File: config.mk
export PLATFORM = sky130hd
export DESIGN_NAME = uic_ctrl
export DESIGN_NICKNAME = d
export VERILOG_FILES = /design/src/rtl/uic_pkg.sv /design/src/rtl/uic_evt_if.sv /design/src/rtl/uic_ctrl.sv /design/src/rtl/uic_flags.sv /design/src/rtl/uic_irq.sv
export SDC_FILE = /design/constraint.sdc
export NUM_CORES = 1
export LEC_CHECK = 0
export BUFFER_PORTS_ARGS = -buffer_cell sky130_fd_sc_hd__buf_4
export CAP_MARGIN = 10
export CORE_ASPECT_RATIO = 1.1
export CORE_MARGIN = 2
export CORE_UTILIZATION = 51
export DETAILED_ROUTE_END_ITERATION = 6
export MAX_ROUTING_LAYER = met4
export PLACE_DENSITY = 0.79
export REMOVE_ABC_BUFFERS = 1
export SLEW_MARGIN = 20
export SYNTH_ARGS = -nofsm -noshare
export SYNTH_HDL_FRONTEND = slang
export SYNTH_SLANG_ARGS = --single-unit
File: constraint.sdc
create_clock -name clk_i -period 1.8 [get_ports clk_i]
set_input_delay 0 -clock clk_i [delete_from_list [all_inputs] [get_ports clk_i]]
set_output_delay 0 -clock clk_i [all_outputs]
set_load 0.05 [all_outputs]
File: src/rtl/uic_pkg.sv
/*
 * constants of the serial transceiver interrupt and low-power control block:
 * register offsets, field positions, reset values, flag layout.
 * assumes a 32-bit avalon-mm slave with byte addresses.
 */
// Behaviour
// - sleep keeps running; enabled interrupt wakes device
// - stop wakeup needs enable and fast/slow oscillator
// - stop wakeup via receive-not-empty or wakeup flag
// - transmit sources each gated by own enable
// - receive sources gated by own or shared enable
// - noise, overrun, framing use common error enable
// - all events except F_LBD merge onto one interrupt output
// - request only while flag and enable set
// - wakeup flag request only in stop state
// - word length 00=8, 01=9, 10=7 bits
// - bit 28 writable only while unit disabled
// - bit 27 enables end-of-block interrupt
// - end-of-block enable forced zero without smartcard
// - bit 26 timeout enable, zero without timeout
// - receive enable covers not-empty and overrun
// - unit disable resets flags, keeps configuration
package uic_pkg;

	// register byte offsets
	localparam logic [5:0] OFS_CONTROL_ONE = 6'h00;
	localparam logic [5:0] OFS_IRQ_CTRL    = 6'h08;
	localparam logic [5:0] OFS_STATUS      = 6'h1C;
	localparam logic [5:0] OFS_FLAG_CLR    = 6'h20;

	// control_one field positions
	localparam int B_UE     = 0;
	localparam int B_STOP_WAKE_ENABLE   = 1;
	localparam int B_RE     = 2;
	localparam int B_TE     = 3;
	localparam int B_IDLE_LINE_IRQ_ENABLE = 4;
	localparam int B_RXIE   = 5;
	localparam int B_TRANSFER_COMPLETE_IRQ_ENABLE   = 6;
	localparam int B_TX_EMPTY_IRQ_ENABLE  = 7;
	localparam int B_PARITY_ERROR_IRQ_ENABLE   = 8;
	localparam int B_M0     = 12;
	localparam int B_CHAR_MATCH_IRQ_ENABLE   = 14;
	localparam int B_RX_TIMEOUT_IRQ_ENABLE  = 26;
	localparam int B_END_OF_BLOCK_IRQ_ENABLE  = 27;
	localparam int B_M1     = 28;

	localparam logic [31:0] CONTROL_ONE_RESET = 32'h0000_0000;
	localparam logic [31:0] CONTROL_ONE_WMASK = 32'h1FFF_FFFF;
	localparam logic [31:0] CONTROL_ONE_LOCK  = 32'h13FF_9E00;

	// irq_ctrl field positions
	localparam int B_EIE     = 0;
	localparam int B_CLEAR_TO_SEND_IRQ_ENABLE   = 1;
	localparam int B_WAKEUP_IRQ_ENABLE   = 2;
	localparam int B_COMPLETE_BEFORE_GUARD_IRQ_ENABLE = 3;
	localparam logic [3:0] IRQ_CTRL_RESET = 4'h0;

	// flag positions in interrupt_status_reg
	localparam int NFLAG    = 15;
	localparam int F_PE     = 0;
	localparam int F_FE     = 1;
	localparam int F_NF     = 2;
	localparam int F_ORE    = 3;
	localparam int F_IDLE   = 4;
	localparam int F_RX_NOT_EMPTY_FLAG   = 5;
	localparam int F_TC     = 6;
	localparam int F_TXE    = 7;
	localparam int F_LBD    = 8;
	localparam int F_CTS    = 9;
	localparam int F_RTO    = 10;
	localparam int F_EOB    = 11;
	localparam int F_CM     = 12;
	localparam int F_WUF    = 13;
	localparam int F_COMPLETE_BEFORE_GUARD_FLAG  = 14;
	localparam logic [14:0] FLAG_DEFAULT = 15'h00C0;
	localparam logic [14:0] FLAG_ERR_MASK = 15'h000E;

	// kernel clock selection
	localparam logic [1:0] KCLK_PERIPH   = 2'h0;
	localparam logic [1:0] KCLK_SYSTEM   = 2'h1;
	localparam logic [1:0] KCLK_FAST_OSC = 2'h2;
	localparam logic [1:0] KCLK_SLOW_EXT = 2'h3;

	// word length codes and data bit counts
	localparam logic [1:0] WLEN_8 = 2'h0;
	localparam logic [1:0] WLEN_9 = 2'h1;
	localparam logic [1:0] WLEN_7 = 2'h2;
	localparam logic [3:0] DBITS_7 = 4'h7;
	localparam logic [3:0] DBITS_8 = 4'h8;
	localparam logic [3:0] DBITS_9 = 4'h9;

endpackage : uic_pkg

File: src/rtl/uic_evt_if.sv
/*
 * carrier between the control top, the flag store and the interrupt merge.
 * assumes all three sit on one clock.
 */
`timescale 1ns/100ps
`default_nettype none
interface uic_evt_if;
	logic [14:0] set;
	logic [14:0] clr;
	logic        ue;
	logic [14:0] flags;
	logic [14:0] en;
	logic        err_en;
	logic        stop;
	logic        sleep;
	logic        wake_ok;
	logic        irq;
	logic        wake;

	modport flag_mp (input set, clr, ue, output flags);
	modport irq_mp  (input flags, en, err_en, stop, sleep, wake_ok, output irq, wake);
	modport ctl_mp  (output set, clr, ue, en, err_en, stop, sleep, wake_ok,
			 input flags, irq, wake);
endinterface : uic_evt_if
`default_nettype wire

File: src/rtl/uic_ctrl.sv
/*
 * top of the interrupt and low-power control block: avalon-mm register
 * slave, first control register, enables, flag and merge instances.
 * assumes event pulses, power state and kernel clock select are on clk_i.
 */
`timescale 1ns/100ps
`default_nettype none
module uic_ctrl
	import uic_pkg::*;
#(
	parameter bit HAS_SMARTCARD = 1'b1,
	parameter bit HAS_TIMEOUT   = 1'b1,
	parameter bit HAS_STOP_WAKE = 1'b1
) (
	// clock and reset
	input  wire logic        clk_i,
	input  wire logic        rst_n_i,
	// avalon-mm slave
	input  wire logic [5:0]  avs_address_i,
	input  wire logic        avs_read_i,
	input  wire logic        avs_write_i,
	input  wire logic [31:0] avs_writedata_i,
	input  wire logic [3:0]  avs_byteenable_i,
	output logic      [31:0] avs_readdata_o,
	output logic             avs_waitrequest_o,
	// events from transceiver core
	input  wire logic [14:0] evt_set_i,
	// power and clock state
	input  wire logic        sleep_i,
	input  wire logic        stop_i,
	input  wire logic [1:0]  kclk_sel_i,
	// configuration to transceiver core
	output logic             unit_enable_o,
	output logic             tx_enable_o,
	output logic             rx_enable_o,
	output logic      [3:0]  data_bits_o,
	// to interrupt and power controller
	output logic             irq_o,
	output logic             wake_req_o
);
	localparam logic [31:0] FORCE_ZERO =
		({31'h0, ~HAS_SMARTCARD} << B_END_OF_BLOCK_IRQ_ENABLE) |
		({31'h0, ~HAS_TIMEOUT} << B_RX_TIMEOUT_IRQ_ENABLE) |
		({31'h0, ~HAS_STOP_WAKE} << B_STOP_WAKE_ENABLE);

	uic_evt_if ev ();

	logic        ack_r;
	logic        rd_acc;
	logic        wr_acc;
	logic [31:0] be_mask;
	logic [31:0] readdata_r;
	logic [31:0] rd_nxt;
	logic [31:0] cr1_r;
	logic [31:0] cr1_nxt;
	logic [31:0] cr1_wmask;
	logic [3:0]  irqc_r;
	logic [3:0]  irqc_nxt;
	logic [14:0] clr_vec;
	logic [3:0]  data_bits_r;
	logic [3:0]  data_bits_nxt;
	logic        kclk_ok;

	// bus handshake: one wait cycle, then accept
	assign avs_waitrequest_o = (avs_read_i | avs_write_i) & ~ack_r;
	assign rd_acc = avs_read_i & ack_r;
	assign wr_acc = avs_write_i & ack_r;
	assign be_mask = {{8{avs_byteenable_i[3]}}, {8{avs_byteenable_i[2]}},
			  {8{avs_byteenable_i[1]}}, {8{avs_byteenable_i[0]}}};

	always_ff @(posedge clk_i or negedge rst_n_i) begin
		if (!rst_n_i) begin
			ack_r <= 1'b0;
		end else begin
			ack_r <= (avs_read_i | avs_write_i) & ~ack_r;
		end
	end

	// read data, zero for unmapped offsets
	always_comb begin
		rd_nxt = 32'h0000_0000;
		case (avs_address_i)
			OFS_CONTROL_ONE: rd_nxt = cr1_r;
			OFS_IRQ_CTRL:    rd_nxt = {28'h000_0000, irqc_r};
			OFS_STATUS:      rd_nxt = {17'h0_0000, ev.flags};
			default:         rd_nxt = 32'h0000_0000;
		endcase
	end

	always_ff @(posedge clk_i or negedge rst_n_i) begin
		if (!rst_n_i) begin
			readdata_r <= 32'h0000_0000;
		end else if (avs_read_i && !ack_r) begin
			readdata_r <= rd_nxt;
		end
	end

	assign avs_readdata_o = readdata_r;

	// control_one: locked fields writable only while unit disabled
	always_comb begin
		cr1_wmask = be_mask & CONTROL_ONE_WMASK & ~FORCE_ZERO;
		if (cr1_r[B_UE]) begin
			cr1_wmask = cr1_wmask & ~CONTROL_ONE_LOCK;
		end
		cr1_nxt = cr1_r;
		if (wr_acc && avs_address_i == OFS_CONTROL_ONE) begin
			cr1_nxt = (cr1_r & ~cr1_wmask) | (avs_writedata_i & cr1_wmask);
		end
	end

	always_ff @(posedge clk_i or negedge rst_n_i) begin
		if (!rst_n_i) begin
			cr1_r <= CONTROL_ONE_RESET;
		end else begin
			cr1_r <= cr1_nxt;
		end
	end

	// second enable register
	always_comb begin
		irqc_nxt = irqc_r;
		if (wr_acc && avs_address_i == OFS_IRQ_CTRL && avs_byteenable_i[0]) begin
			irqc_nxt = avs_writedata_i[3:0];
		end
	end

	always_ff @(posedge clk_i or negedge rst_n_i) begin
		if (!rst_n_i) begin
			irqc_r <= IRQ_CTRL_RESET;
		end else begin
			irqc_r <= irqc_nxt;
		end
	end

	// write one to clear flags
	always_comb begin
		clr_vec = 15'h0000;
		if (wr_acc && avs_address_i == OFS_FLAG_CLR) begin
			clr_vec = avs_writedata_i[14:0] & be_mask[14:0];
		end
	end

	// word length decode
	always_comb begin
		case ({cr1_r[B_M1], cr1_r[B_M0]})
			WLEN_8:  data_bits_nxt = DBITS_8;
			WLEN_9:  data_bits_nxt = DBITS_9;
			WLEN_7:  data_bits_nxt = DBITS_7;
			default: data_bits_nxt = DBITS_8;
		endcase
	end

	always_ff @(posedge clk_i or negedge rst_n_i) begin
		if (!rst_n_i) begin
			data_bits_r <= DBITS_8;
		end else begin
			data_bits_r <= data_bits_nxt;
		end
	end

	assign data_bits_o   = data_bits_r;
	assign unit_enable_o = cr1_r[B_UE];
	assign tx_enable_o   = cr1_r[B_TE] & cr1_r[B_UE];
	assign rx_enable_o   = cr1_r[B_RE] & cr1_r[B_UE];

	// stop wakeup needs its enable and an allowed kernel clock
	assign kclk_ok = (kclk_sel_i == KCLK_FAST_OSC) || (kclk_sel_i == KCLK_SLOW_EXT);

	// per-flag enables onto the carrier
	assign ev.set     = evt_set_i;
	assign ev.clr     = clr_vec;
	assign ev.ue      = cr1_r[B_UE];
	assign ev.err_en  = irqc_r[B_EIE];
	assign ev.stop    = stop_i;
	assign ev.sleep   = sleep_i;
	assign ev.wake_ok = cr1_r[B_STOP_WAKE_ENABLE] & kclk_ok;
	assign ev.en[F_PE]    = cr1_r[B_PARITY_ERROR_IRQ_ENABLE];
	assign ev.en[F_FE]    = 1'b0;
	assign ev.en[F_NF]    = 1'b0;
	assign ev.en[F_ORE]   = cr1_r[B_RXIE];
	assign ev.en[F_IDLE]  = cr1_r[B_IDLE_LINE_IRQ_ENABLE];
	assign ev.en[F_RX_NOT_EMPTY_FLAG]  = cr1_r[B_RXIE];
	assign ev.en[F_TC]    = cr1_r[B_TRANSFER_COMPLETE_IRQ_ENABLE];
	assign ev.en[F_TXE]   = cr1_r[B_TX_EMPTY_IRQ_ENABLE];
	assign ev.en[F_LBD]   = 1'b0;
	assign ev.en[F_CTS]   = irqc_r[B_CLEAR_TO_SEND_IRQ_ENABLE];
	assign ev.en[F_RTO]   = cr1_r[B_RX_TIMEOUT_IRQ_ENABLE];
	assign ev.en[F_EOB]   = cr1_r[B_END_OF_BLOCK_IRQ_ENABLE];
	assign ev.en[F_CM]    = cr1_r[B_CHAR_MATCH_IRQ_ENABLE];
	assign ev.en[F_WUF]   = irqc_r[B_WAKEUP_IRQ_ENABLE];
	assign ev.en[F_COMPLETE_BEFORE_GUARD_FLAG] = irqc_r[B_COMPLETE_BEFORE_GUARD_IRQ_ENABLE];

	uic_flags u_flags (
		.clk_i   (clk_i),
		.rst_n_i (rst_n_i),
		.ev      (ev.flag_mp)
	);

	uic_irq u_irq (
		.clk_i   (clk_i),
		.rst_n_i (rst_n_i),
		.ev      (ev.irq_mp)
	);

	assign irq_o      = ev.irq;
	assign wake_req_o = ev.wake;

	// checks
	logic [14:0] chk_req;
	logic        chk_other;
	assign chk_req   = ev.flags & ev.en;
	assign chk_other = (|(chk_req & ~(15'h0001 << F_WUF))) |
			   (irqc_r[B_EIE] & (|(ev.flags & FLAG_ERR_MASK)));
endmodule : uic_ctrl
`default_nettype wire

File: src/rtl/uic_flags.sv
/*
 * sticky event flags of the transceiver.
 * assumes set pulses come from logic on the same clock.
 */
`timescale 1ns/100ps
`default_nettype none
module uic_flags
	import uic_pkg::*;
(
	// clock and reset
	input  wire logic clk_i,
	input  wire logic rst_n_i,
	// carrier
	uic_evt_if.flag_mp ev
);
	logic [14:0] flags_r;
	logic [14:0] flags_nxt;

	always_comb begin
		if (!ev.ue) begin
			flags_nxt = FLAG_DEFAULT;
		end else begin
			flags_nxt = (flags_r & ~ev.clr) | ev.set;
		end
	end

	always_ff @(posedge clk_i or negedge rst_n_i) begin
		if (!rst_n_i) begin
			flags_r <= FLAG_DEFAULT;
		end else begin
			flags_r <= flags_nxt;
		end
	end

	assign ev.flags = flags_r;
endmodule : uic_flags
`default_nettype wire

File: src/rtl/uic_irq.sv
/*
 * gates each flag with its enable and merges onto one interrupt level.
 * assumes enables and power state come from logic on the same clock.
 */
`timescale 1ns/100ps
`default_nettype none
module uic_irq
	import uic_pkg::*;
(
	// clock and reset
	input  wire logic clk_i,
	input  wire logic rst_n_i,
	// carrier
	uic_evt_if.irq_mp ev
);
	logic [14:0] req;
	logic        err_req;
	logic        any_req;
	logic        stop_req;
	logic        irq_r;
	logic        wake_r;

	genvar i;
	generate
		for (i = 0; i < NFLAG; i++) begin : g_gate
			if (i == F_WUF) begin : g_wuf
				assign req[i] = ev.flags[i] & ev.en[i] & ev.stop;
			end else begin : g_std
				assign req[i] = ev.flags[i] & ev.en[i];
			end
		end
	endgenerate

	assign err_req  = ev.err_en & (|(ev.flags & FLAG_ERR_MASK));
	assign any_req  = (|req) | err_req;
	assign stop_req = ev.wake_ok & (req[F_RX_NOT_EMPTY_FLAG] | req[F_WUF]);

	// level interrupt and wakeup request
	always_ff @(posedge clk_i or negedge rst_n_i) begin
		if (!rst_n_i) begin
			irq_r <= 1'b0;
		end else begin
			irq_r <= any_req;
		end
	end

	always_ff @(posedge clk_i or negedge rst_n_i) begin
		if (!rst_n_i) begin
			wake_r <= 1'b0;
		end else if (ev.stop) begin
			wake_r <= stop_req;
		end else begin
			wake_r <= ev.sleep & any_req;
		end
	end

	assign ev.irq  = irq_r;
	assign ev.wake = wake_r;
endmodule : uic_irq
`default_nettype wire

* After elaboration in Yosys (flattened, before gate mapping) *
Cells that the tools add are included.

word-level totals
  register bits = 90
  output and inout port bits = 42
  input port bits = 65
  word-level logic and storage cells = 64

cells by class
  reduce and logical (&&, ||, !) cells = 10
  mux-type cells = 6
  bitwise gates (word level) = 33
  eq/ne operators = 7

operator list
  cell                                                             count
  32-bit case mux with 3 select lines                              1
  32-bit AND                                                       2
  32-bit inverter                                                  1
  32-bit OR                                                        1
  15-bit AND                                                       2
  15-bit 2-to-1 mux                                                2
  29-bit 2-to-1 mux                                                1
  1-bit AND                                                        21
  15-bit inverter                                                  1
  15-bit OR                                                        1
  12-bit OR reduction                                              1
  4-bit case mux with 2 select lines                               1
  2-bit == test, second input constant                             3
  6-bit by 4-bit == test with 1-bit output, second input constant  1
  6-bit by 5-bit == test with 1-bit output, second input constant  1
  6-bit == test, second input constant                             1
  6-bit logical NOT                                                1
  1-bit logical AND                                                5
  1-bit OR                                                         3
  3-bit OR reduction                                               1
  2-bit by 1-bit == test with 1-bit output, second input constant  1
  1-bit logical NOT                                                1
  1-bit logical OR                                                 1
  1-bit 2-to-1 mux                                                 1
  1-bit inverter                                                   1

* Depth between registers and ports, before layout *
  depth in word-level cells = 7
  depth in mapped cells = 7
  mapped depth without buffers = 4

* By module *
Synthesis repeated with hierarchy kept, for this count alone.

unflattened totals
  cell total of the unflattened synthesis = 327
  area total of the unflattened synthesis = 3719.8 µm²

by module, submodules not included
  module     seq. area each (µm²)  cells an instance  times used  area each (µm²)
  uic_ctrl   1652.8                265                1           2951.6
  uic_flags  377.9                 46                 1           595.6
  uic_irq    50.0                  16                 1           172.7

* Worst setup path after synthesis *
OpenSTA, ideal clock, no wires.

  path type = register to register
  start point = register with a tool-made name
  end point = register with a tool-made name
  setup time = 125 ps
  required time = 1675 ps
  cell stages (with the launch flop) = 4
  buffers on the path = 0
  slack = 92 ps
  arrival time = 1583 ps
  period minus slack after synthesis = 1708 ps
  path through = dfrtp_1 clkinv_1 nand4_4 mux2_2

==> impl_metrics.env <==
export IMPL_outcome="complete, no violations"
export IMPL_drive_gt1_share_pct=33.5
export IMPL_relSlewSlack_pct=65.8
export IMPL_start_kind="flop"
export IMPL_dp_slack_ns=0.249
export IMPL_cts_buffer_depth=2
export IMPL_ios=107
export IMPL_fin_nets=544
export IMPL_regArea_um2=2080
export IMPL_tightest_slew_ns=0.513
export IMPL_synthArstFlopShare_pct=100
export IMPL_area_growth_pct=42.7
export IMPL_initial_core_util_pct=53.2
export IMPL_fillers=464
export IMPL_holdWs_ns=0.0539
export IMPL_chipWidth_um=83.5
export IMPL_crit_path_max_fanout=5
export IMPL_synth_edf_count=0
export IMPL_grt_max_degree=55
export IMPL_antenna_found_initial=0
export IMPL_gp_congestion=0.838
export IMPL_clk_latency_ns=0.34
export IMPL_slew_violations=0
export IMPL_clock_skew_ns=0.00728
export IMPL_wl_per_cell_um=16.6
export IMPL_synth_top_area_share_pct=56.5
export IMPL_cpPeakStageDelay_ns=0.39
export IMPL_hp_class="in -> reg"
export IMPL_synth_area_leaders="dfrtp_1 (56%), mux2_2 (9.2%), o21ai_0 (6.4%)"
export IMPL_design_die_area_um2=7640
export IMPL_cap_violations=0
export IMPL_rsz0062_at_grt="no"
export IMPL_avgSynthCellArea_um2=11.0
export IMPL_n_antenna_cell=0
export IMPL_coreArea_um2=6670
export IMPL_gr_usage_all_layers_pct=26.4
export IMPL_crit_slowest_cell="dfrtp_1"
export IMPL_drc=0
export IMPL_hold_viol_final=0
export IMPL_synth_seq_area_share_pct=58.7
export IMPL_postRouteAntennaNets=0
export IMPL_via_per_inst=5.37
export IMPL_power_mw=3.68
export IMPL_cp_required_ns=2.02
export IMPL_syn_area_um2=3550
export IMPL_post_route_min_period_ns=1.56
export IMPL_drt_iter0_markers=190
export IMPL_hpwl_um=6120
export IMPL_synthFlopType="dfrtp_1"
export IMPL_fmax_mhz=642
export IMPL_cts_tree="yes"
export IMPL_final_setup_viol_count=0
export IMPL_multiInputGateArea_um2=1280
export IMPL_grt_pass1_wl_um=15400
export IMPL_numClockSinks=83
export IMPL_gr_total_overflow=0
export IMPL_yosysWarnings=0
export IMPL_synthDistinctLibCells=40
export IMPL_portBuffers=99
export IMPL_p_leak_nw=2.50
export IMPL_crit_chain="and2_1 > nand4_1 > nor2_1 > mux2_2"
export IMPL_rows=31
export IMPL_first_pass_iters=6
export IMPL_critical_path_class="reg -> reg"
export IMPL_synth_area_leader_cell="dfrtp_1"
export IMPL_ir_drop_mv=0.549
export IMPL_first_global_vias=3166
export IMPL_via_count=3018
export IMPL_cp_arrival_ns=1.78
export IMPL_p_per_area_nw_per_um2=726
export IMPL_cp_end_kind="flop"
export IMPL_clk_pin_slew_ns=0.08
export IMPL_finalCritPeriodShare_pct=86.6
export IMPL_die_h_um=91.5
export IMPL_root_buffer="clkbuf_8"
export IMPL_ys_ff_latch=83
export IMPL_drt_total_wl_um=9350
export IMPL_cts_buffers=9
export IMPL_syn_inst=322
export IMPL_setup_slack_ns=0.242
export IMPL_cts_max_level=3
## report_power, final
group	leakage (nW)	total (mW)	switching (mW)	internal [mW]
clock	0.0885	1.26	0.597	0.666
combinational	1.28	0.459	0.234	0.225
sequential	1.13	1.95	0.0383	1.92
## per-stage QoR
step	util, %	area, µm²	instances	TNS, ns
3_3_place_gp	65.8	4390	499	0
4_1_cts	75.8	5060	562	0
6_report	75.8	5060	562	0
5_1_grt	75.8	5060	562	0
2_1_floorplan	-	3450	306	-2.57
3_5_place_dp	65.8	4390	499	0
## critical path, delay by kind of cell (launching register included)
kind,cells,cell delay (ns)
flip-flops,1,0.39
AND/OR/NAND/NOR,3,0.68
multiplexers,1,0.38
## path summary, 6_finish.rpt
path | startpoint | endpoint | slack, ns | cells past startpoint
max | ack_r | flop | 0.24 | 4
min | kclk_sel_i[1] | u_irq.ev.wake | 0.05 | 4
max reg2reg | ack_r | flop | 0.24 | 4
min reg2reg | avs_readdata_o[23] | avs_readdata_o[23] | 0.49 | 2
max in group asynchronous | rst_n_i | data_bits_o[3] | 1.04 | 3
min in group asynchronous | rst_n_i | avs_readdata_o[3] | 0.12 | 2
## final cells by class
type	count	area share, %
Timing Repair Buffer	160	26.2
Tap cell	82	2.03
Multi-Input combinational cell	198	25.2
Clock buffer	12	2.87
Inverter	25	1.85
Sequential cell	83	41.1
Clock inverter	2	0.742
## layout by cell type, fill, tap and decap left out, types with 2 or more instances in the layout
cell,n
clkbuf_8,10
nor2_1,6
a222oi_1,4
ha_1,2
a21oi_1,7
mux2_2,29
dfrtp_1,80
conb_1,3
a31oi_1,6
clkbuf_1,2
a211o_1,2
o21ai_0,45
nand3_1,3
dlygate4sd3_1,49
inv_1,24
buf_4,111
dfstp_2,3
a22oi_1,14
and4b_1,2
nand2_1,50
and2_1,4
nand4_1,2
and3_1,4
## timing repair
| item | 4_1_cts | 5_1_grt |
|---|---|---|
| endpoints found under the hold margin | 131 | 0 |
| resized for setup | 0 | 0 |
| buffers inserted | 0 | 0 |
| hold buffers | 49 | 0 |
## cells by family (layout without fill, tap and decap cells)
logic type / after synthesis / after routing / synth area share (%)
AO/OA/AOI/OAI: 84 / 84 / 14.3
adder cells (fa/ha/maj): 2 / 2 / 0.706
buffers and inverters: 43 / 199 / 5.61
flip-flops: 83 / 83 / 58.7
multiplexers: 30 / 30 / 9.49
other: 1 / 3 / 0.106
AND/OR/NAND/NOR: 79 / 79 / 11.1
## per-layer routing
metal / share of wire, % / up-vias / GRT usage, %
li1: - / 1423 / -
met1: 40 / 1442 / 31.9
met2: 51 / 132 / 44.0
met3: 5.6 / 21 / 5.00
met4: 3.0 / 0 / 11.0
met5: 0 / - / -
## cells in the mapped netlist (3+ instances only)
| library cell | count |
|---|---|
| clkbuf_1 | 8 |
| dfrtp_1 | 80 |
| buf_2 | 3 |
| a31oi_1 | 6 |
| inv_1 | 24 |
| a21oi_1 | 7 |
| nand2_1 | 50 |
| a222oi_1 | 4 |
| and3_1 | 4 |
| dfstp_2 | 3 |
| mux2_2 | 29 |
| and2_1 | 3 |
| nand3_1 | 3 |
| a22oi_1 | 14 |
| o21ai_0 | 45 |
| buf_4 | 5 |
| nor2_1 | 6 |
Note: power is estimated with default switching activity, not from simulation.
